File: config.mk
export PLATFORM = sky130hd
export DESIGN_NAME = cep_prioritizer
export DESIGN_NICKNAME = d
export VERILOG_FILES = /design/src/logic/cep_pkg.sv /design/src/logic/cep_prioritizer.sv
export SDC_FILE = /design/constraint.sdc
export NUM_CORES = 1
export LEC_CHECK = 0
export ABC_CLOCK_PERIOD_IN_PS = 3500
export BUFFER_PORTS_ARGS = -buffer_cell sky130_fd_sc_hd__buf_2
export CELL_PAD_IN_SITES_DETAIL_PLACEMENT = 0
export CELL_PAD_IN_SITES_GLOBAL_PLACEMENT = 2
export CORE_MARGIN = 10
export CORE_UTILIZATION = 34
export DETAILED_ROUTE_END_ITERATION = 16
export GPL_TIMING_DRIVEN = 0
export PLACE_DENSITY_LB_ADDON = 0.1
export SYNTH_ARGS = -nofsm -noshare
export SYNTH_HDL_FRONTEND = slang
export SYNTH_SLANG_ARGS = --single-unit
File: constraint.sdc
create_clock -name clk_sys -period 3.5 [get_ports clk_sys]
set_input_delay 0 -clock clk_sys [delete_from_list [all_inputs] [get_ports clk_sys]]
set_output_delay 0 -clock clk_sys [all_outputs]
set_load 0.02 [all_outputs]
File: src/logic/cep_pkg.sv
// Constants, register map and types for the exception prioritizer
package cep_pkg;
  localparam logic [31:0] CEP_VEC_BOOT      = 32'hbfc0_0000;
  localparam logic [31:0] CEP_VEC_DBG_NOPRB = 32'hbfc0_0480;
  localparam logic [31:0] CEP_VEC_DBG_PRB   = 32'hbfc0_0200;
  localparam logic [31:0] CEP_GEN_OFS       = 32'h0000_0180;
  localparam logic [31:0] CEP_EXCEPTION_BASE_RST     = 32'h9fc0_0000;
  localparam logic [31:0] CEP_STATUS_RST    = 32'h0040_0004;
  localparam logic [4:0]  CEP_CC_INT        = 5'h00;
  localparam logic [4:0]  CEP_CC_LOAD_MISALIGN_FAULT       = 5'h04;
  localparam logic [4:0]  CEP_CC_IBE        = 5'h06;
  localparam logic [4:0]  CEP_CC_SYS        = 5'h08;
  localparam logic [4:0]  CEP_CC_BRK        = 5'h09;
  localparam int          CEP_MULTI_VECTOR_MODE_BIT      = 12;
  localparam int          CEP_SS_W          = 4;
  localparam logic [3:0]  CEP_SS_ONE        = 4'h1;
  // Register addresses
  localparam logic [3:0]  CEP_A_INTCTL      = 4'h0;
  localparam logic [3:0]  CEP_A_PRIORITY_SHADOW_SELECT       = 4'h1;
  localparam logic [3:0]  CEP_A_DBGCTL      = 4'h2;
  localparam logic [3:0]  CEP_A_STATUS      = 4'h3;
  localparam logic [3:0]  CEP_A_CAUSE       = 4'h4;
  localparam logic [3:0]  CEP_A_EXCEPTION_BASE       = 4'h5;
  localparam logic [3:0]  CEP_A_IRQST       = 4'h6;
  localparam logic [3:0]  CEP_A_IRQMSK      = 4'h7;
  // Status bit positions
  localparam int          CEP_ST_ERL        = 2;
  localparam int          CEP_ST_EXL        = 1;
  localparam int          CEP_ST_NMI        = 19;
  localparam int          CEP_ST_SR         = 20;
  localparam int          CEP_ST_BEV        = 22;
  localparam int          CEP_ST_IPL        = 10;
  // Debug control bit positions
  localparam int          CEP_DC_BRK        = 12;
  localparam int          CEP_DC_PRB        = 15;
  typedef enum logic [3:0] {
    CEP_X_NONE, CEP_X_RST, CEP_X_SRST, CEP_X_DSS, CEP_X_DEBUG_INTERRUPT, CEP_X_NMI, CEP_X_INT,
    CEP_X_DIB, CEP_X_LOAD_MISALIGN_FAULT, CEP_X_IBE, CEP_X_DBP, CEP_X_SYS, CEP_X_BRK
  } cep_exc_t;
endpackage

File: src/logic/cep_prioritizer.sv
// Exception recognition, prioritisation and vectoring unit
`timescale 1ns/1ps
module cep_prioritizer
  import cep_pkg::*;
(
  // Clock, reset, enable
  input  wire logic        clk_sys,
  input  wire logic        rstn,
  input  wire logic        clk_en,
  // Exception sources
  input  wire logic        master_clear_input,
  input  wire logic        soft_reset_req,
  input  wire logic        debug_single_step,
  input  wire logic        nmi_req,
  input  wire logic        int_req,
  input  wire logic [2:0]  int_level,
  input  wire logic        debug_instruction_break,
  input  wire logic        load_misalign_fault,
  input  wire logic        fetch_bus_fault,
  input  wire logic        debug_breakpoint_instruction,
  input  wire logic        system_call_instruction,
  input  wire logic        break_fault,
  input  wire logic [2:0]  ext_irq_pin,
  // Taken exception
  output logic             exc_take,
  output logic [31:0]      exc_vector,
  output logic [4:0]       cause_code,
  output logic [3:0]       exc_kind,
  output logic [5:0]       debug_cause,
  output logic             shadow_set,
  output logic [2:0]       ext_irq_edge,
  output logic             irq,
  // Register port
  input  wire logic [3:0]  reg_addr,
  input  wire logic [31:0] reg_wdata,
  input  wire logic        reg_wr,
  input  wire logic        reg_rd,
  output logic [31:0]      reg_rdata
);

  logic [31:0] intctl_q, priority_shadow_select_q, dbgctl_q, status_q, exception_base_q;
  logic [4:0]  cause_q;
  logic [2:0]  irqst_q, irqmsk_q;
  logic [2:0]  pin_s1_q, pin_s2_q, pin_d_q;
  logic        master_clear_input_s1_q, master_clear_input_s2_q;
  logic [2:0]  edge_d;
  cep_exc_t    sel_d;
  logic        dbg_brk_d;
  logic [31:0] vec_d;
  logic [4:0]  cc_d;
  logic        ss_d;

  //////////////////////////////////////////////////////////////////////////
  // Pin synchronisers and edge detect
  always_ff @(posedge clk_sys)
  begin
    if (!rstn)
    begin
      pin_s1_q  <= 3'h0;
      pin_s2_q  <= 3'h0;
      pin_d_q   <= 3'h0;
      master_clear_input_s1_q <= 1'b0;
      master_clear_input_s2_q <= 1'b0;
    end
    else if (clk_en)
    begin
      pin_s1_q  <= ext_irq_pin;
      pin_s2_q  <= pin_s1_q;
      pin_d_q   <= pin_s2_q;
      master_clear_input_s1_q <= master_clear_input;
      master_clear_input_s2_q <= master_clear_input_s1_q;
    end
  end

  genvar g;
  generate
    for (g = 0; g < 3; g++)
    begin : g_edge
      assign edge_d[g] = intctl_q[g] ? (pin_s2_q[g] & ~pin_d_q[g])
                                     : (~pin_s2_q[g] & pin_d_q[g]);
      property p_edge;
        @(posedge clk_sys) disable iff (!rstn)
        (intctl_q[g] ? $rose(pin_s2_q[g]) : $fell(pin_s2_q[g])) |-> edge_d[g];
      endproperty
      a_edge: assert property (p_edge) else $error("selected pin edge missed");
    end
  endgenerate
  assign ext_irq_edge = edge_d;

  //////////////////////////////////////////////////////////////////////////
  // Priority selection
  assign dbg_brk_d = dbgctl_q[CEP_DC_BRK];

  always_comb
  begin
    if (master_clear_input_s2_q)                         sel_d = CEP_X_RST;
    else if (soft_reset_req)               sel_d = CEP_X_SRST;
    else if (debug_single_step)            sel_d = CEP_X_DSS;
    else if (dbg_brk_d)                    sel_d = CEP_X_DEBUG_INTERRUPT;
    else if (nmi_req)                      sel_d = CEP_X_NMI;
    else if (int_req)                      sel_d = CEP_X_INT;
    else if (debug_instruction_break)      sel_d = CEP_X_DIB;
    else if (load_misalign_fault)          sel_d = CEP_X_LOAD_MISALIGN_FAULT;
    else if (fetch_bus_fault)              sel_d = CEP_X_IBE;
    else if (debug_breakpoint_instruction) sel_d = CEP_X_DBP;
    else if (system_call_instruction)      sel_d = CEP_X_SYS;
    else if (break_fault)                  sel_d = CEP_X_BRK;
    else                                   sel_d = CEP_X_NONE;
  end

  // Vector and cause for the winner
  always_comb
  begin
    vec_d = exception_base_q + CEP_GEN_OFS;
    cc_d  = cause_q;
    ss_d  = 1'b0;
    case (sel_d)
      CEP_X_RST, CEP_X_SRST, CEP_X_NMI: vec_d = CEP_VEC_BOOT;
      CEP_X_DSS, CEP_X_DEBUG_INTERRUPT, CEP_X_DIB, CEP_X_DBP:
        vec_d = dbgctl_q[CEP_DC_PRB] ? CEP_VEC_DBG_PRB : CEP_VEC_DBG_NOPRB;
      CEP_X_INT:
      begin
        cc_d = CEP_CC_INT;
        if (intctl_q[CEP_MULTI_VECTOR_MODE_BIT])
          ss_d = (priority_shadow_select_q[int_level*CEP_SS_W +: CEP_SS_W] == CEP_SS_ONE);
      end
      CEP_X_LOAD_MISALIGN_FAULT: cc_d = CEP_CC_LOAD_MISALIGN_FAULT;
      CEP_X_IBE:  cc_d = CEP_CC_IBE;
      CEP_X_SYS:  cc_d = CEP_CC_SYS;
      CEP_X_BRK:  cc_d = CEP_CC_BRK;
      default:    vec_d = exception_base_q + CEP_GEN_OFS;
    endcase
  end

  //////////////////////////////////////////////////////////////////////////
  // Taken exception outputs
  always_ff @(posedge clk_sys)
  begin
    if (!rstn)
    begin
      exc_take    <= 1'b0;
      exc_vector  <= CEP_VEC_BOOT;
      cause_code  <= 5'h00;
      exc_kind    <= 4'h0;
      debug_cause <= 6'h00;
      shadow_set  <= 1'b0;
    end
    else if (clk_en)
    begin
      exc_take   <= (sel_d != CEP_X_NONE);
      exc_vector <= vec_d;
      cause_code <= cc_d;
      exc_kind   <= sel_d;
      shadow_set <= ss_d;
      case (sel_d)
        CEP_X_DSS:  debug_cause <= 6'h01;
        CEP_X_DEBUG_INTERRUPT: debug_cause <= 6'h02;
        CEP_X_DIB:  debug_cause <= 6'h04;
        CEP_X_DBP:  debug_cause <= 6'h08;
        default:    debug_cause <= 6'h00;
      endcase
    end
  end

  property p_dss;
    @(posedge clk_sys) disable iff (!rstn)
    (clk_en && sel_d == CEP_X_DSS && !dbgctl_q[CEP_DC_PRB])
      |=> (exc_vector == CEP_VEC_DBG_NOPRB && debug_cause == 6'h01);
  endproperty
  a_dss: assert property (p_dss) else $error("single step vector wrong");

  property p_dbp;
    @(posedge clk_sys) disable iff (!rstn)
    (clk_en && sel_d == CEP_X_DBP) |=> (debug_cause == 6'h08 && exc_kind == CEP_X_DBP);
  endproperty
  a_dbp: assert property (p_dbp) else $error("breakpoint flag not set");

  property p_ss7;
    @(posedge clk_sys) disable iff (!rstn)
    (clk_en && sel_d == CEP_X_INT && intctl_q[CEP_MULTI_VECTOR_MODE_BIT] && int_level == 3'h7
      && priority_shadow_select_q[7*CEP_SS_W +: CEP_SS_W] == CEP_SS_ONE) |=> shadow_set;
  endproperty
  a_ss7: assert property (p_ss7) else $error("level 7 shadow set not used");

  //////////////////////////////////////////////////////////////////////////
  // Status and cause registers
  always_ff @(posedge clk_sys)
  begin
    if (!rstn)
    begin
      status_q <= CEP_STATUS_RST;
      cause_q  <= 5'h00;
    end
    else if (clk_en)
    begin
      if (reg_wr && reg_addr == CEP_A_STATUS)
        status_q <= reg_wdata;
      case (sel_d)
        CEP_X_RST:
        begin
          status_q[CEP_ST_BEV] <= 1'b1;
          status_q[CEP_ST_ERL] <= 1'b1;
        end
        CEP_X_SRST:
        begin
          status_q[CEP_ST_BEV] <= 1'b1;
          status_q[CEP_ST_SR]  <= 1'b1;
          status_q[CEP_ST_ERL] <= 1'b1;
        end
        CEP_X_NMI:
        begin
          status_q[CEP_ST_BEV] <= 1'b1;
          status_q[CEP_ST_NMI] <= 1'b1;
          status_q[CEP_ST_ERL] <= 1'b1;
        end
        CEP_X_INT: status_q[CEP_ST_IPL +: 3] <= int_level;
        CEP_X_LOAD_MISALIGN_FAULT, CEP_X_IBE, CEP_X_SYS, CEP_X_BRK:
          status_q[CEP_ST_EXL] <= 1'b1;
        default: ;
      endcase
      cause_q <= cc_d;
    end
  end

  property p_srst;
    @(posedge clk_sys) disable iff (!rstn)
    (clk_en && sel_d == CEP_X_SRST) |=> (exc_vector == CEP_VEC_BOOT && status_q[CEP_ST_BEV]
      && status_q[CEP_ST_SR] && status_q[CEP_ST_ERL]);
  endproperty
  a_srst: assert property (p_srst) else $error("soft reset entry wrong");

  property p_nmi;
    @(posedge clk_sys) disable iff (!rstn)
    (clk_en && sel_d == CEP_X_NMI) |=> (exc_vector == CEP_VEC_BOOT && status_q[CEP_ST_BEV]
      && status_q[CEP_ST_NMI] && status_q[CEP_ST_ERL]);
  endproperty
  a_nmi: assert property (p_nmi) else $error("nmi entry wrong");

  property p_brk;
    @(posedge clk_sys) disable iff (!rstn)
    (clk_en && sel_d == CEP_X_BRK) |=> (cause_code == CEP_CC_BRK && status_q[CEP_ST_EXL]
      && exc_vector == $past(exception_base_q) + CEP_GEN_OFS);
  endproperty
  a_brk: assert property (p_brk) else $error("break entry wrong");

  //////////////////////////////////////////////////////////////////////////
  // Control registers
  always_ff @(posedge clk_sys)
  begin
    if (!rstn)
    begin
      intctl_q <= 32'h0;
      priority_shadow_select_q  <= 32'h0;
      dbgctl_q <= 32'h0;
      exception_base_q  <= CEP_EXCEPTION_BASE_RST;
      irqmsk_q <= 3'h0;
    end
    else if (clk_en)
    begin
      if (reg_wr)
      begin
        case (reg_addr)
          CEP_A_INTCTL: intctl_q <= reg_wdata;
          CEP_A_PRIORITY_SHADOW_SELECT:  priority_shadow_select_q  <= reg_wdata;
          CEP_A_DBGCTL: dbgctl_q <= reg_wdata;
          CEP_A_EXCEPTION_BASE:  exception_base_q  <= {reg_wdata[31:12], 12'h000};
          CEP_A_IRQMSK: irqmsk_q <= reg_wdata[2:0];
          default: ;
        endcase
      end
      if (sel_d == CEP_X_DEBUG_INTERRUPT)
        dbgctl_q[CEP_DC_BRK] <= 1'b0;
    end
  end

  property p_freeze;
    @(posedge clk_sys) disable iff (!rstn)
    !clk_en |=> ($stable(exc_vector) && $stable(status_q) && $stable(dbgctl_q));
  endproperty
  a_freeze: assert property (p_freeze) else $error("state moved while disabled");

  //////////////////////////////////////////////////////////////////////////
  // Interrupt status: edges set, write one clears, set wins
  always_ff @(posedge clk_sys)
  begin
    if (!rstn)
      irqst_q <= 3'h0;
    else if (clk_en)
      irqst_q <= (irqst_q & ~((reg_wr && reg_addr == CEP_A_IRQST) ? reg_wdata[2:0] : 3'h0))
                 | edge_d;
  end
  assign irq = |(irqst_q & irqmsk_q);

  property p_irq_set;
    @(posedge clk_sys) disable iff (!rstn)
    (clk_en && edge_d != 3'h0) |=> ((irqst_q & $past(edge_d)) == $past(edge_d));
  endproperty
  a_irq_set: assert property (p_irq_set) else $error("pin edge did not set status");

  //////////////////////////////////////////////////////////////////////////
  // Read port
  always_ff @(posedge clk_sys)
  begin
    if (!rstn)
      reg_rdata <= 32'h0;
    else if (clk_en)
    begin
      reg_rdata <= 32'h0;
      if (reg_rd)
      begin
        case (reg_addr)
          CEP_A_INTCTL: reg_rdata <= intctl_q;
          CEP_A_PRIORITY_SHADOW_SELECT:  reg_rdata <= priority_shadow_select_q;
          CEP_A_DBGCTL: reg_rdata <= dbgctl_q;
          CEP_A_STATUS: reg_rdata <= status_q;
          CEP_A_CAUSE:  reg_rdata <= {25'h0, cause_q, 2'h0};
          CEP_A_EXCEPTION_BASE:  reg_rdata <= exception_base_q;
          CEP_A_IRQST:  reg_rdata <= {29'h0, irqst_q};
          CEP_A_IRQMSK: reg_rdata <= {29'h0, irqmsk_q};
          default:      reg_rdata <= 32'h0;
        endcase
      end
    end
  end

  property p_rd_cause;
    @(posedge clk_sys) disable iff (!rstn)
    (clk_en && reg_rd && reg_addr == CEP_A_CAUSE) |=> (reg_rdata[6:2] == $past(cause_q));
  endproperty
  a_rd_cause: assert property (p_rd_cause) else $error("cause field not readable");

  //////////////////////////////////////////////////////////////////////////
  // Checks
  property p_rst_vec;
    @(posedge clk_sys) disable iff (!rstn)
    (clk_en && master_clear_input_s2_q) |=> (exc_vector == CEP_VEC_BOOT && exc_kind == CEP_X_RST);
  endproperty
  a_rst_vec: assert property (p_rst_vec) else $error("reset not vectored to boot");

  property p_prio;
    @(posedge clk_sys) disable iff (!rstn)
    (clk_en && nmi_req && !master_clear_input_s2_q && !soft_reset_req && !debug_single_step && !dbg_brk_d)
      |=> exc_kind == CEP_X_NMI;
  endproperty
  a_prio: assert property (p_prio) else $error("nmi did not win");

  property p_sys;
    @(posedge clk_sys) disable iff (!rstn)
    (clk_en && sel_d == CEP_X_SYS) |=> (cause_code == CEP_CC_SYS && status_q[CEP_ST_EXL]);
  endproperty
  a_sys: assert property (p_sys) else $error("system_call_instruction cause wrong");

  property p_dbgvec;
    @(posedge clk_sys) disable iff (!rstn)
    (clk_en && sel_d == CEP_X_DIB && dbgctl_q[CEP_DC_PRB])
      |=> (exc_vector == CEP_VEC_DBG_PRB && debug_cause == 6'h04);
  endproperty
  a_dbgvec: assert property (p_dbgvec) else $error("debug vector wrong");

  property p_gen;
    @(posedge clk_sys) disable iff (!rstn)
    (clk_en && sel_d == CEP_X_LOAD_MISALIGN_FAULT) |=> (exc_vector == $past(exception_base_q) + CEP_GEN_OFS);
  endproperty
  a_gen: assert property (p_gen) else $error("general vector wrong");

  property p_ss;
    @(posedge clk_sys) disable iff (!rstn)
    (clk_en && !intctl_q[CEP_MULTI_VECTOR_MODE_BIT]) |=> !shadow_set;
  endproperty
  a_ss: assert property (p_ss) else $error("shadow set without multi-vector");

  property p_int;
    @(posedge clk_sys) disable iff (!rstn)
    (clk_en && sel_d == CEP_X_INT) |=> (cause_code == CEP_CC_INT
      && status_q[CEP_ST_IPL +: 3] == $past(int_level));
  endproperty
  a_int: assert property (p_int) else $error("interrupt level not recorded");

  property p_debug_interrupt;
    @(posedge clk_sys) disable iff (!rstn)
    (clk_en && sel_d == CEP_X_DEBUG_INTERRUPT) |=> (debug_cause == 6'h02 && !dbgctl_q[CEP_DC_BRK]);
  endproperty
  a_debug_interrupt: assert property (p_debug_interrupt) else $error("debug interrupt wrong");

endmodule

# ---- Yosys cells after proc, flatten, opt, wreduce, memory -nomap -nowiden
# Cells that the tools add are included.
dict set report totals {
  register_bits 246
  in_bits 58
  out_inout_bits 85
  elab_cells 126
}
dict set report op_classes {
  add_sub_neg 1
  eq_ne 20
  shift 1
  n_mux 34
  bitwise_logic 16
  reduce_logical 29
}
# operator count
set ops {}
lappend ops {{case mux 32 bit (8 select lines)} 1}
lappend ops {{case mux 32 bit (2 select lines)} 1}
lappend ops {{two-way mux 4 bit} 12}
lappend ops {{adder 32 x 9 -> 32 bit, second input constant} 1}
lappend ops {{equality test 4 x 3 -> 1 bit, second input constant} 8}
lappend ops {{two-way mux 32 bit} 1}
lappend ops {{variable part select 32 x 6 -> 4 bit} 1}
lappend ops {{two-way mux 13 bit} 2}
lappend ops {{case mux 5 bit (5 select lines)} 1}
lappend ops {{two-way mux 23 bit} 1}
lappend ops {{equality test 4 bit, second input constant} 5}
lappend ops {{AND reduction 3 bit} 6}
lappend ops {{equality test 4 x 2 -> 1 bit, second input constant} 4}
lappend ops {{case mux 4 bit (4 select lines)} 1}
lappend ops {{AND reduction 2 bit} 7}
lappend ops {{nonzero test 2 bit} 7}
lappend ops {{equality test 4 x 1 -> 1 bit, second input constant} 3}
lappend ops {{two-way mux 1 bit} 11}
lappend ops {{two-way mux 11 bit} 1}
lappend ops {{OR reduction 4 bit} 2}
lappend ops {{AND 1 bit} 6}
lappend ops {{AND 3 bit} 2}
lappend ops {{two-way mux 3 bit} 2}
lappend ops {{inverter 1 bit} 6}
lappend ops {{7 further kinds} 9}

# ---- Logic depth before layout (Yosys ltp)
# Gate-level depths: netlist (run 1).
dict set report depth {
  word_depth 16
  ltp_mapped 10
  depth_no_buf 7
}

# ---- Worst setup path before layout (run 1)
# No wires, ideal clock.
dict set report synth_timing {
  path_type {register to register}
  startpoint {register dbgctl_q[12]}
  endpoint {register exc_vector[17]}
  setup_ps 115
  arrival_time_ps 2044
  t_required_ps 3385
  slack_ps 1341
  stages_incl_launch_ff 9
  n_path_buf 1
  period_less_slack_ps 2159
  path_cell_list {dfxtp_1 > or4_4 > or4_1 > nor3_2 > a41oi_1 > nand3_2 > buf_6 > nor3_1 > o21a_1}
}
dict set report synth_via {
  elab_chain_len 7
  elab_cells_between_ends 14
}
# item line_no
set synth_rtl {}
lappend synth_rtl {{from (decl)} cep_prioritizer.sv:41} ;# logic [31:0] intctl_q, priority_shadow_select_q, dbgctl_q, status_q, exception_base_q;
lappend synth_rtl {{from (signal assigned)} cep_prioritizer.sv:265} ;# CEP_A_DBGCTL: dbgctl_q <= reg_wdata;
lappend synth_rtl {{two-way mux 4 bit *} cep_prioritizer.sv:99} ;# else if (dbg_brk_d) sel_d = CEP_X_DEBUG_INTERRUPT;
lappend synth_rtl {{two-way mux 4 bit *} cep_prioritizer.sv:98} ;# else if (debug_single_step) sel_d = CEP_X_DSS;
lappend synth_rtl {{two-way mux 4 bit *} cep_prioritizer.sv:97} ;# else if (soft_reset_req) sel_d = CEP_X_SRST;
lappend synth_rtl {{two-way mux 4 bit *} cep_prioritizer.sv:96} ;# if (master_clear_input_s2_q) sel_d = CEP_X_RST;
lappend synth_rtl {{equality test 4 x 3 -> 1 bit, or another cell as far along} cep_prioritizer.sv:117} ;# case (sel_d)
lappend synth_rtl {{OR reduction 4 bit / OR reduction 3 bit (equally long branches)} -}
lappend synth_rtl {{case mux 32 bit (2 select lines) *} cep_prioritizer.sv:117}
lappend synth_rtl {{to (signal assigned)} cep_prioritizer.sv:151} ;# exc_vector <= vec_d;
lappend synth_rtl {{to (decl)} cep_prioritizer.sv:26} ;# output logic [31:0] exc_vector,
# Every way passes the cells marked *; elsewhere a longest branch is shown, timed or not.
# A chain may end at the register's enable or synchronous reset.

# ---- Final worst setup path (run 1)
dict set report layout_timing {
  startpoint {register master_clear_input_s2_q}
  endpoint {register status_q[10]}
}
dict set report layout_via {
  elab_chain_len 4
  elab_cells_between_ends 5
}
# item line_no
set layout_rtl {}
lappend layout_rtl {{from (decl)} cep_prioritizer.sv:45} ;# logic master_clear_input_s1_q, master_clear_input_s2_q;
lappend layout_rtl {{from (signal assigned)} cep_prioritizer.sv:71} ;# master_clear_input_s2_q <= master_clear_input_s1_q;
lappend layout_rtl {{two-way mux 4 bit *} cep_prioritizer.sv:96}
lappend layout_rtl {{equality test 4 x 3 -> 1 bit *} cep_prioritizer.sv:198} ;# case (sel_d)
lappend layout_rtl {{nonzero test 2 bit (no source line)} -}
lappend layout_rtl {{AND reduction 2 bit (no source line)} -}
lappend layout_rtl {{to (signal assigned)} cep_prioritizer.sv:197} ;# status_q <= reg_wdata;
lappend layout_rtl {{to (signal, indexed assignment)} cep_prioritizer.sv:216} ;# CEP_X_INT: status_q[CEP_ST_IPL +: 3] <= int_level;
lappend layout_rtl {{to (decl)} cep_prioritizer.sv:41}
# Marks and branches as above.

==> metrics.yaml, run 1 <==
pwr:
  peakVddDrop_mv: 0.354
  power_mw: 6.04
  powerDensity_mw_per_mm2: 473
  leakagePower_nw: 4.68
layout:
  stdcell_area_mm2: 0.0128
  fin_util: 0.429
  drive_gt1_frac: 0.154
  post_layout_nonfiller_instances: 1876
  nets: 1526
  area_delta_synth_final_pct: 24.0
worst_setup_path:
  end_kind: "flop"
  cp_data_required_time_ps: 3970
  crit_chain: "clkbuf_1 > o21bai_1 > or2_4 > a211oi_1 > nand2_1 > a311oi_1 > dlygate4sd3_1"
  max_stage_delay_ps: 980
  critPathSlowestCell: "a211oi_1"
  path_buf_inv: 2
  worst_ep_arrival_time_ps: 3620
  path_max_fanout: 9
  path_class: "flop to flop"
  crit_family: "compound AO/OA/AOI/OAI gates"
  start_kind: "flop"
clock_network:
  cts_num_sinks: 235
  cts_buffer_depth: 3
  path_clk_slew_ps: 60
  cts_tree: "done"
  cts_made_buffers: 27
  clk_latency_ps: 540
  cts_root_buf: "clkbuf_16"
  cts_htree_levels: 1
  cts-resized-gates: 0
timing:
  hold_viol: 0
  hold_slack_ps: 9.11
  finalWorstSetupSlack_ps: 359
  finalSetupTns_ps: 0
  setup_viol: 0
  skew_ps: 15.1
  tightest_slew_ps: 1200
  period_minus_slack_ps: 3140
  relSlewSlack: 0.192
  rsz0062_at_grt: "false"
  min_period_over_period: 0.897
  report.final.slew_viol_count: 0
  fmax_ghz: 0.318
detailed_routing:
  dr.pass1.iters: 6
  drc: 0
  drt_iter0_markers: 870
  routedWlPerCell_um: 22.4
  viasPerCell: 5.21
  wl_um: 42100
  vias: 9766
  drtAntennaViolNets: 0
die:
  die_w_um: 194
  rows: 63
  io_pins: 143
  initial_core_util: 0.346
  die-area_mm2: 0.0377
  die_height_um: 194
  core_mm2: 0.0298
placed_design:
  gp_congestion: 0.856
  dp_hpwl_um: 30300
  dp.cells: 1786
  place_ws_ps: 362
  io_buffers: 127
  placed_area_mm2: 0.0115
grt:
  grt.total_usage: 0.215
  grt_pass1_vias: 9679
  antenna_found_initial: 0
  grt_pass1_wl_um: 63500
  grt_overflow: 0
  grt_max_degree: 13
synthesis:
  yosys_warnings: 0
  synth-edff-count: 0
  syn_area_per_cell_um2: 8.18
  syn_area_mm2: 0.0103
  synth-seq-area-share: 0.457
  synthFlopType: "dfxtp_1"
  syn_inst: 1259
  ys_types: 60
  async_flop_share: 0
  synth_seq_cells: 235
job:
  cap_viol_max_count: 0
run_status:
  status: "completed"
hold_path:
  hold_class: "primary input to flop"
[logic make-up after synthesis]
kind of cell    after synthesis  synth area share
simple gates                568             0.240
compound gates              293             0.193
flops                       235             0.457
buf+inv                     110            0.0463
mux                          52            0.0644
other cells                   1          0.000364
[final timing paths]
path,from,endpoint,slack (ps),depth (start not counted)
setup / recovery,master_clear_input_s2_q$_SDFFE_PN0P_,status_q[10]$_SDFFE_PN0P_,360,7
hold reg to reg,status_q[26]$_SDFFE_PN0P_,status_q[26]$_SDFFE_PN0P_,450,2
setup reg to reg,master_clear_input_s2_q$_SDFFE_PN0P_,status_q[10]$_SDFFE_PN0P_,360,7
hold / removal,rstn,exc_vector[29]$_SDFFE_PN1P_,9,3
[cell usage after synthesis, drive strengths merged (3+ instances only)]
cell	number	share of area
o22a	3	0.0026
a22oi	13	0.0095
or4	4	0.0033
nand2b	10	0.0061
nor3	27	0.014
o2bb2ai	3	0.0026
nand2	325	0.12
mux2	14	0.015
a21boi	75	0.055
nand4b	3	0.0026
or2	3	0.0021
nand3	19	0.010
nor4b	8	0.0068
o21a	14	0.010
and2	4	0.0024
clkbuf	76	0.028
nor4	14	0.010
o21ai	27	0.013
dfxtp	235	0.46
a21oi	101	0.049
nor2b	23	0.014
nand3b	5	0.0036
mux4	10	0.022
a211oi	4	0.0034
a311oi	3	0.0026
buf	28	0.016
a222oi	21	0.020
nor2	118	0.043
inv	6	0.0022
mux2i	28	0.027
a22o	12	0.010
[worst reg2reg max path: stages (launching register included)]
cell and delay, ps:
dfxtp_1 300, clkbuf_1 220, o21bai_1 270, or2_4 290, a211oi_1 980, nand2_1 140
a311oi_1 300, dlygate4sd3_1 600
[placed cells by master (no fill, tap or decap), types with 8 or more instances in the layout]
cell type,synthesis,layout
mux2_2,14,14
mux4_2,10,10
nand2_1,325,325
nor2_1,118,118
clkbuf_8,0,12
dfxtp_1,235,235
buf_1,9,9
buf_4,11,11
o21ai_0,18,18
clkbuf_16,0,27
a222oi_1,21,21
a22oi_1,13,13
nor4b_1,8,8
nor2b_1,23,23
a21boi_0,72,72
nand2b_1,10,10
buf_2,6,133
nand3_1,17,17
nor4_1,13,13
clkbuf_1,76,79
mux2i_1,28,28
conb_1,1,11
nor3_1,25,25
dlygate4sd3_1,0,43
o21a_1,14,14
a21oi_1,100,100
o21ai_1,9,9
a22o_1,12,12
[flip-flops by register name, indices dropped and copies added (netlist names)]
signal                    flops
pin_s1_q                      3
priority_shadow_select_q     32
pin_s2_q                      3
irqmsk_q                      3
reg_rdata                    32
exc_vector                   24
exc_kind                      4
exception_base_q             20
status_q                     32
dbgctl_q                     32
irqst_q                       3
master_clear_input_s2_q       1
shadow_set                    1
pin_d_q                       3
master_clear_input_s1_q       1
cause_q                       4
debug_cause                   4
exc_take                      1
intctl_q                     32
[repair_timing]
| item | in CTS | in global routing |
|---|---|---|
| hold buffers | 43 | 0 |
| buffers inserted | 0 | 0 |
| endpoints found under the hold margin | 162 | 0 |
[per-layer routing]
layer | up-vias | routed length, µm | global-route usage
met4 | 0 | 968 | 0.0528
li1 | 4745 | - | -
met2 | 301 | 18500 | 0.332
met5 | - | 0 | 0
met3 | 58 | 2430 | 0.0335
met1 | 4662 | 20200 | 0.304
[power breakdown]
part / internal, mW / switching, mW / total [mW]
clock network: 1.65 / 1.16 / 2.81
logic: 0.167 / 0.342 / 0.509
registers: 2.70 / 0.0192 / 2.72
[layout make-up]
class | count | area, µm²
fillers | 3115 | 17000
diodes | 1 | 2.50
repair buffers | 170 | 1070
clock inverters | 4 | 22.5
clock buffers | 42 | 852
plain buffers | 104 | 454
multi-input cells | 924 | 5160
flip-flops and latches | 235 | 4700
inverters | 6 | 22.5
well taps | 390 | 488
Note: power is estimated with default switching activity, not from simulation.
==> inputs of run 2 (changes only) <==
Settings changed: ABC_AREA set to 1.
==> metrics.yaml, run 2 <==
die:
  initial_core_util: 0.345
  die_height_um: 191
  die-area_mm2: 0.0365
  die_w_um: 191
  rows: 62
  io_pins: 143
  core_mm2: 0.0288
timing:
  fmax_ghz: 0.394
  hold_slack_ps: 34.4
  period_minus_slack_ps: 2540
  relSlewSlack: 0.280
  finalWorstSetupSlack_ps: 965
  finalSetupTns_ps: 0
  tightest_slew_ps: 1080
  report.final.slew_viol_count: 0
  skew_ps: 10.2
  rsz0062_at_grt: "false"
  hold_viol: 0
  min_period_over_period: 0.724
  setup_viol: 0
placed_design:
  io_buffers: 130
  dp.cells: 1842
  gp_congestion: 0.866
  place_ws_ps: 1130
  dp_hpwl_um: 30000
  placed_area_mm2: 0.0111
layout:
  mostFrequentLayoutCell: "dfxtp_1"
  stdcell_area_mm2: 0.0125
  most-common-layout-cells: "dfxtp_1, o21ai_0, nand2_1, a21oi_1, inv_1"
  num-fill-cells: 3076
  drive_gt1_frac: 0.164
  seqCellArea_mm2: 0.00470
  post_layout_nonfiller_instances: 1936
  area_delta_synth_final_pct: 25.3
  multi_input_area_mm2: 0.00425
  num_antenna_cells: 0
  nets: 1591
  fin_util: 0.433
synthesis:
  synth_seq_cells: 235
  async_flop_share: 0
  syn_inst: 1318
  synthTopCellsByArea: "dfxtp_1, o21ai_0, a21oi_1"
  yosys_warnings: 0
  synth-seq-area-share: 0.473
  syn_area_per_cell_um2: 7.54
  synthFlopType: "dfxtp_1"
  ys_types: 42
  synth_top_area_frac: 0.473
  synth_largest_area_cell: "dfxtp_1"
  netlist_top_cells_count: "dfxtp_1, o21ai_0, nand2_1"
  synth_most_common_cell: "dfxtp_1"
  synth-edff-count: 0
  syn_area_mm2: 0.00994
detailed_routing:
  drtAntennaViolNets: 0
  drc: 0
  routedWlPerCell_um: 21.0
  viasPerCell: 5.04
  vias: 9751
  dr.pass1.iters: 5
  wl_um: 40700
  drt_iter0_markers: 808
worst_setup_path:
  path_class: "flop to flop"
  path_max_fanout: 10
  start_kind: "flop"
  critPathSlowestCell: "dlygate4sd3_1"
  r2r_end: "exc_vector[7]$_SDFFE_PN0P_"
  cp_num_cells: 13
  reg2reg_setup_slack_ps: 960
  r2r_cells: 13
  worst_ep_arrival_time_ps: 2960
  path_buf_inv: 3
  end_kind: "flop"
  startpoint: "dbgctl_q[12]$_SDFFE_PN0P_"
  endpoint: "exc_vector[7]$_SDFFE_PN0P_"
  max_stage_delay_ps: 600
  cp_data_required_time_ps: 3930
  crit_family: "simple AND/OR/NAND/NOR gates"
  crit_chain: "inv_2 > nand2_2 > nor3_4 > dlygate4sd3_1 > nand3_2 > nor2_1 > nand3_1 > nand3_2 > nor2_8 > nand2_4 > nand3_1 > nand2_1 > inv_1"
  r2r-start: "dbgctl_q[12]$_SDFFE_PN0P_"
pwr:
  power_mw: 6.14
  powerDensity_mw_per_mm2: 493
  peakVddDrop_mv: 0.309
  leakagePower_nw: 4.87
grt:
  grt.total_usage: 0.217
  grt_pass1_vias: 9548
  antenna_found_initial: 0
  grt_overflow: 0
  grt_pass1_wl_um: 60500
  grt_max_degree: 14
clock_network:
  clk_latency_ps: 530
  cts_tree: "done"
  cts_buffer_depth: 3
  cts_made_buffers: 27
  cts_htree_levels: 1
  path_clk_slew_ps: 60
  postCtsSetupRepairBufs: 0
  cts_num_sinks: 235
  cts_root_buf: "clkbuf_16"
run_status:
  status: "completed"
hold_path:
  hold_class: "primary input to flop"
job:
  cap_viol_max_count: 0
[run 2: cell count changes in the layout (fill, tap and decap cells not counted), sizes merged, moves of 33 or more]
cell,delta
o21ai,+160
inv,+157
nand2,-134
a21oi,+90
a21boi,-75
nand3,+46
o22ai,+33
[run 2: kinds of logic after synthesis]
| logic type | after synthesis | share of synthesized area |
|---|---|---|
| other | 1 | 0.000377 |
| buffers and inverters | 255 | 0.103 |
| AND/OR/NAND/NOR | 373 | 0.172 |
| AO/OA/AOI/OAI | 454 | 0.251 |
| flip-flops | 235 | 0.473 |
[run 2: timing repair]
action,CTS,global route
endpoints found under the setup margin,0,0
hold buffers,46,0
gates resized for setup,0,0
endpoints found under the hold margin,163,0
[run 2: layer usage]
metal / track usage / up-vias / share of wire
met4: 0.0469 / 0 / 0.020
met3: 0.0355 / 41 / 0.059
met1: 0.307 / 4612 / 0.48
met5: 0 / - / 0
li1: - / 4822 / -
met2: 0.339 / 276 / 0.44
[run 2: worst min path at each step]
stage,from,slack (ps),depth (start not counted),to
detailed placement,ext_irq_pin[2],230,3,pin_s1_q[2]$_SDFFE_PN0P_
CTS,reg_addr[0],0.4,5,irqst_q[1]$_SDFFE_PN0P_
floorplan,reg_wdata[31],130,2,exception_base_q[31]$_SDFFE_PN1P_
global route,reg_addr[0],60,5,irqst_q[2]$_SDFFE_PN0P_
finish,reg_addr[0],30,5,irqst_q[1]$_SDFFE_PN0P_
global placement,ext_irq_pin[2],230,3,pin_s1_q[2]$_SDFFE_PN0P_
[run 2: final cells by class]
cell class / instances / area share
plain buffers: 91 / 0.0329
clock buffers: 38 / 0.0624
clock inverters: 10 / 0.00844
inverters: 164 / 0.0496
multi-input cells: 838 / 0.341
flip-flops and latches: 235 / 0.378
well taps: 384 / 0.0386
repair buffers: 176 / 0.0892
[run 2: worst min-delay path, delay by kind of cell]
family | cells | cell delay [ps]
buffers and inverters | 1 | 110
and+or+nand+nor | 2 | 210
AOI/OAI and AO/OA | 2 | 200
[run 2: where the power goes]
part	internal [mW]	switching (mW)	total [mW]
logic	0.168	0.378	0.547
clock network	1.69	1.16	2.84
registers	2.72	0.0260	2.75
total	4.58	1.56	6.14
==> inputs of run 3 (changes only) <==
Settings changed: ABC_CLOCK_PERIOD_IN_PS 3500 to 2100, CORE_UTILIZATION 34 to 30.
Clock period 3.5 ns to 2.1 ns, I/O delays scaled along.
==> metrics.yaml, run 3 (synthesized netlist as in run 2, its figures left out) <==
layout:
  nets: 1594
  most-common-layout-cells: "dfxtp_1, o21ai_0, nand2_1, a21oi_1, inv_1"
  area_delta_synth_final_pct: 26.0
  post_layout_nonfiller_instances: 1998
  num_antenna_cells: 0
  drive_gt1_frac: 0.166
  mostFrequentLayoutCell: "dfxtp_1"
worst_setup_path:
  cp_data_required_time_ps: 2530
  critPathSlowestCell: "dfxtp_1"
  path_class: "flop to flop"
  crit_family: "simple AND/OR/NAND/NOR gates"
  startpoint: "dbgctl_q[12]$_SDFFE_PN0P_"
  end_kind: "flop"
  r2r_end: "exc_vector[7]$_SDFFE_PN0P_"
  path_max_fanout: 10
  path_buf_inv: 3
  worst_ep_arrival_time_ps: 2370
  max_stage_delay_ps: 310
  crit_top_cell: "nand2_1"
  endpoint: "exc_vector[7]$_SDFFE_PN0P_"
  cp_num_cells: 14
  crit_chain: "inv_2 > nand2_2 > nor3_4 > nand2_1 > nand2_2 > nand2_1 > inv_2 > nand4_1 > nand3_2 > nor2_8 > nand2_4 > nand3_1 > nand2_1 > inv_1"
  r2r_cells: 14
  r2r-start: "dbgctl_q[12]$_SDFFE_PN0P_"
  reg2reg_setup_slack_ps: 160
  start_kind: "flop"
pwr:
  pwr-share-seq: 0.451
  switching_share: 0.262
  combPwrFrac: 0.090
  p_clk_frac: 0.459
  leakagePower_nw: 4.88
  internal_power_mw: 7.51
  peakVddDrop_mv: 0.616
  powerDensity_mw_per_mm2: 812
  power.switching_mw: 2.67
timing:
  rsz0062_at_grt: "false"
  tightest_slew_ps: 1100
  period_minus_slack_ps: 1940
  skew_ps: 11.6
  finalSetupTns_ps: 0
  relSlewSlack: 0.264
  setup_viol: 0
  report.final.slew_viol_count: 0
  min_period_over_period: 0.922
  hold_viol: 0
  finalWorstSetupSlack_ps: 164
  fmax_ghz: 0.516
grt:
  antenna_found_initial: 0
  grt_max_degree: 14
  grt_overflow: 0
  grt_pass1_wl_um: 63000
  grt_pass1_vias: 9567
  grt.total_usage: 0.202
clock_network:
  cts_root_buf: "clkbuf_16"
  path_clk_slew_ps: 60
  cts_tree: "done"
  cts_made_buffers: 29
  cts_htree_levels: 1
  cts_buffer_depth: 3
  clk_latency_ps: 550
  postCtsSetupRepairBufs: 0
  cts_num_sinks: 235
detailed_routing:
  vias: 9725
  wl_um: 42600
  drt_iter0_markers: 606
  routedWlPerCell_um: 21.3
  dr.pass1.iters: 5
  drtAntennaViolNets: 0
  viasPerCell: 4.87
  drc: 0
placed_design:
  place_ws_ps: -294
  dp.cells: 1900
  io_buffers: 130
  dp_hpwl_um: 31500
  gp_congestion: 0.831
die:
  io_pins: 143
  core_mm2: 0.0326
  initial_core_util: 0.305
  die_height_um: 202
  rows: 66
  die-area_mm2: 0.0408
  die_w_um: 202
job:
  cap_viol_max_count: 0
hold_path:
  hold_class: "primary input to flop"
run_status:
  status: "completed"
==> run 3: area by class of cell <==
class | instances | area [µm²]
fill | 3533 | 20100
tap | 442 | 553
buffer | 91 | 409
multi-input combinational | 838 | 4250
inverter | 164 | 618
clock buffer | 39 | 813
timing repair buffer | 177 | 1120
clock inverter | 12 | 60.1
sequential | 235 | 4700
==> run 3: worst min-delay path by stage <==
stage	start	end	cells past startpoint	slack [ps]
6_report	reg_addr[0]	reg_rdata[2]$_SDFFE_PN0P_	6	20
5_1_grt	reg_addr[0]	reg_rdata[2]$_SDFFE_PN0P_	6	80
4_1_cts	reg_addr[0]	reg_rdata[2]$_SDFFE_PN0P_	6	5
3_5_place_dp	ext_irq_pin[1]	pin_s1_q[1]$_SDFFE_PN0P_	3	240
3_3_place_gp	ext_irq_pin[1]	pin_s1_q[1]$_SDFFE_PN0P_	3	220
2_1_floorplan	reg_wdata[31]	exception_base_q[31]$_SDFFE_PN1P_	2	130
==> run 3: layer usage <==
layer | part of all wire | wire [µm] | up-vias | global-route usage
met3 | 0.055 | 2330 | 44 | 0.0320
li1 | - | - | 4817 | -
met2 | 0.45 | 19000 | 263 | 0.320
met4 | 0.015 | 659 | 0 | 0.0379
met1 | 0.48 | 20600 | 4601 | 0.285
met5 | 0 | 0 | - | 0
==> run 3: worst reg2reg max path, stage by stage (launching register included) <==
cell	delay [ps]
dfxtp_1	310
inv_2	120
nand2_2	90
nor3_4	160
nand2_1	130
nand2_2	130
nand2_1	70
inv_2	90
nand4_1	150
nand3_2	170
nor2_8	60
nand2_4	140
nand3_1	90
nand2_1	60
inv_1	50
==> run 3: repair_timing <==
action,CTS,global route
endpoints found under the hold margin,165,0
hold buffers,47,0
resized for setup,0,1
setup endpoints to repair,0,8
==> run 3: power groups by stage <==
| stage | Sequential, mW | Combinational, mW | Clock (mW) |
|---|---|---|---|
| after global routing | 4.59 | 1.00 | 4.95 |
| final | 4.58 | 0.916 | 4.67 |
| after global placement | 4.68 | 0.845 | 0 |
| after detailed placement | 4.68 | 0.845 | 0 |
| after floorplan | 4.69 | 0.457 | 0 |
| after CTS | 4.58 | 0.916 | 4.77 |
==> run 3: through the flow <==
step	util	area [µm²]	total power [mW]	hold slack, ps
floorplan	-	9980	5.15	126
global placement	0.343	11200	5.53	224
detailed placement	0.343	11200	5.52	236
CTS	0.384	12500	10.3	5.14
global route	0.384	12500	10.5	82.5
finish	0.384	12500	10.2	23.0
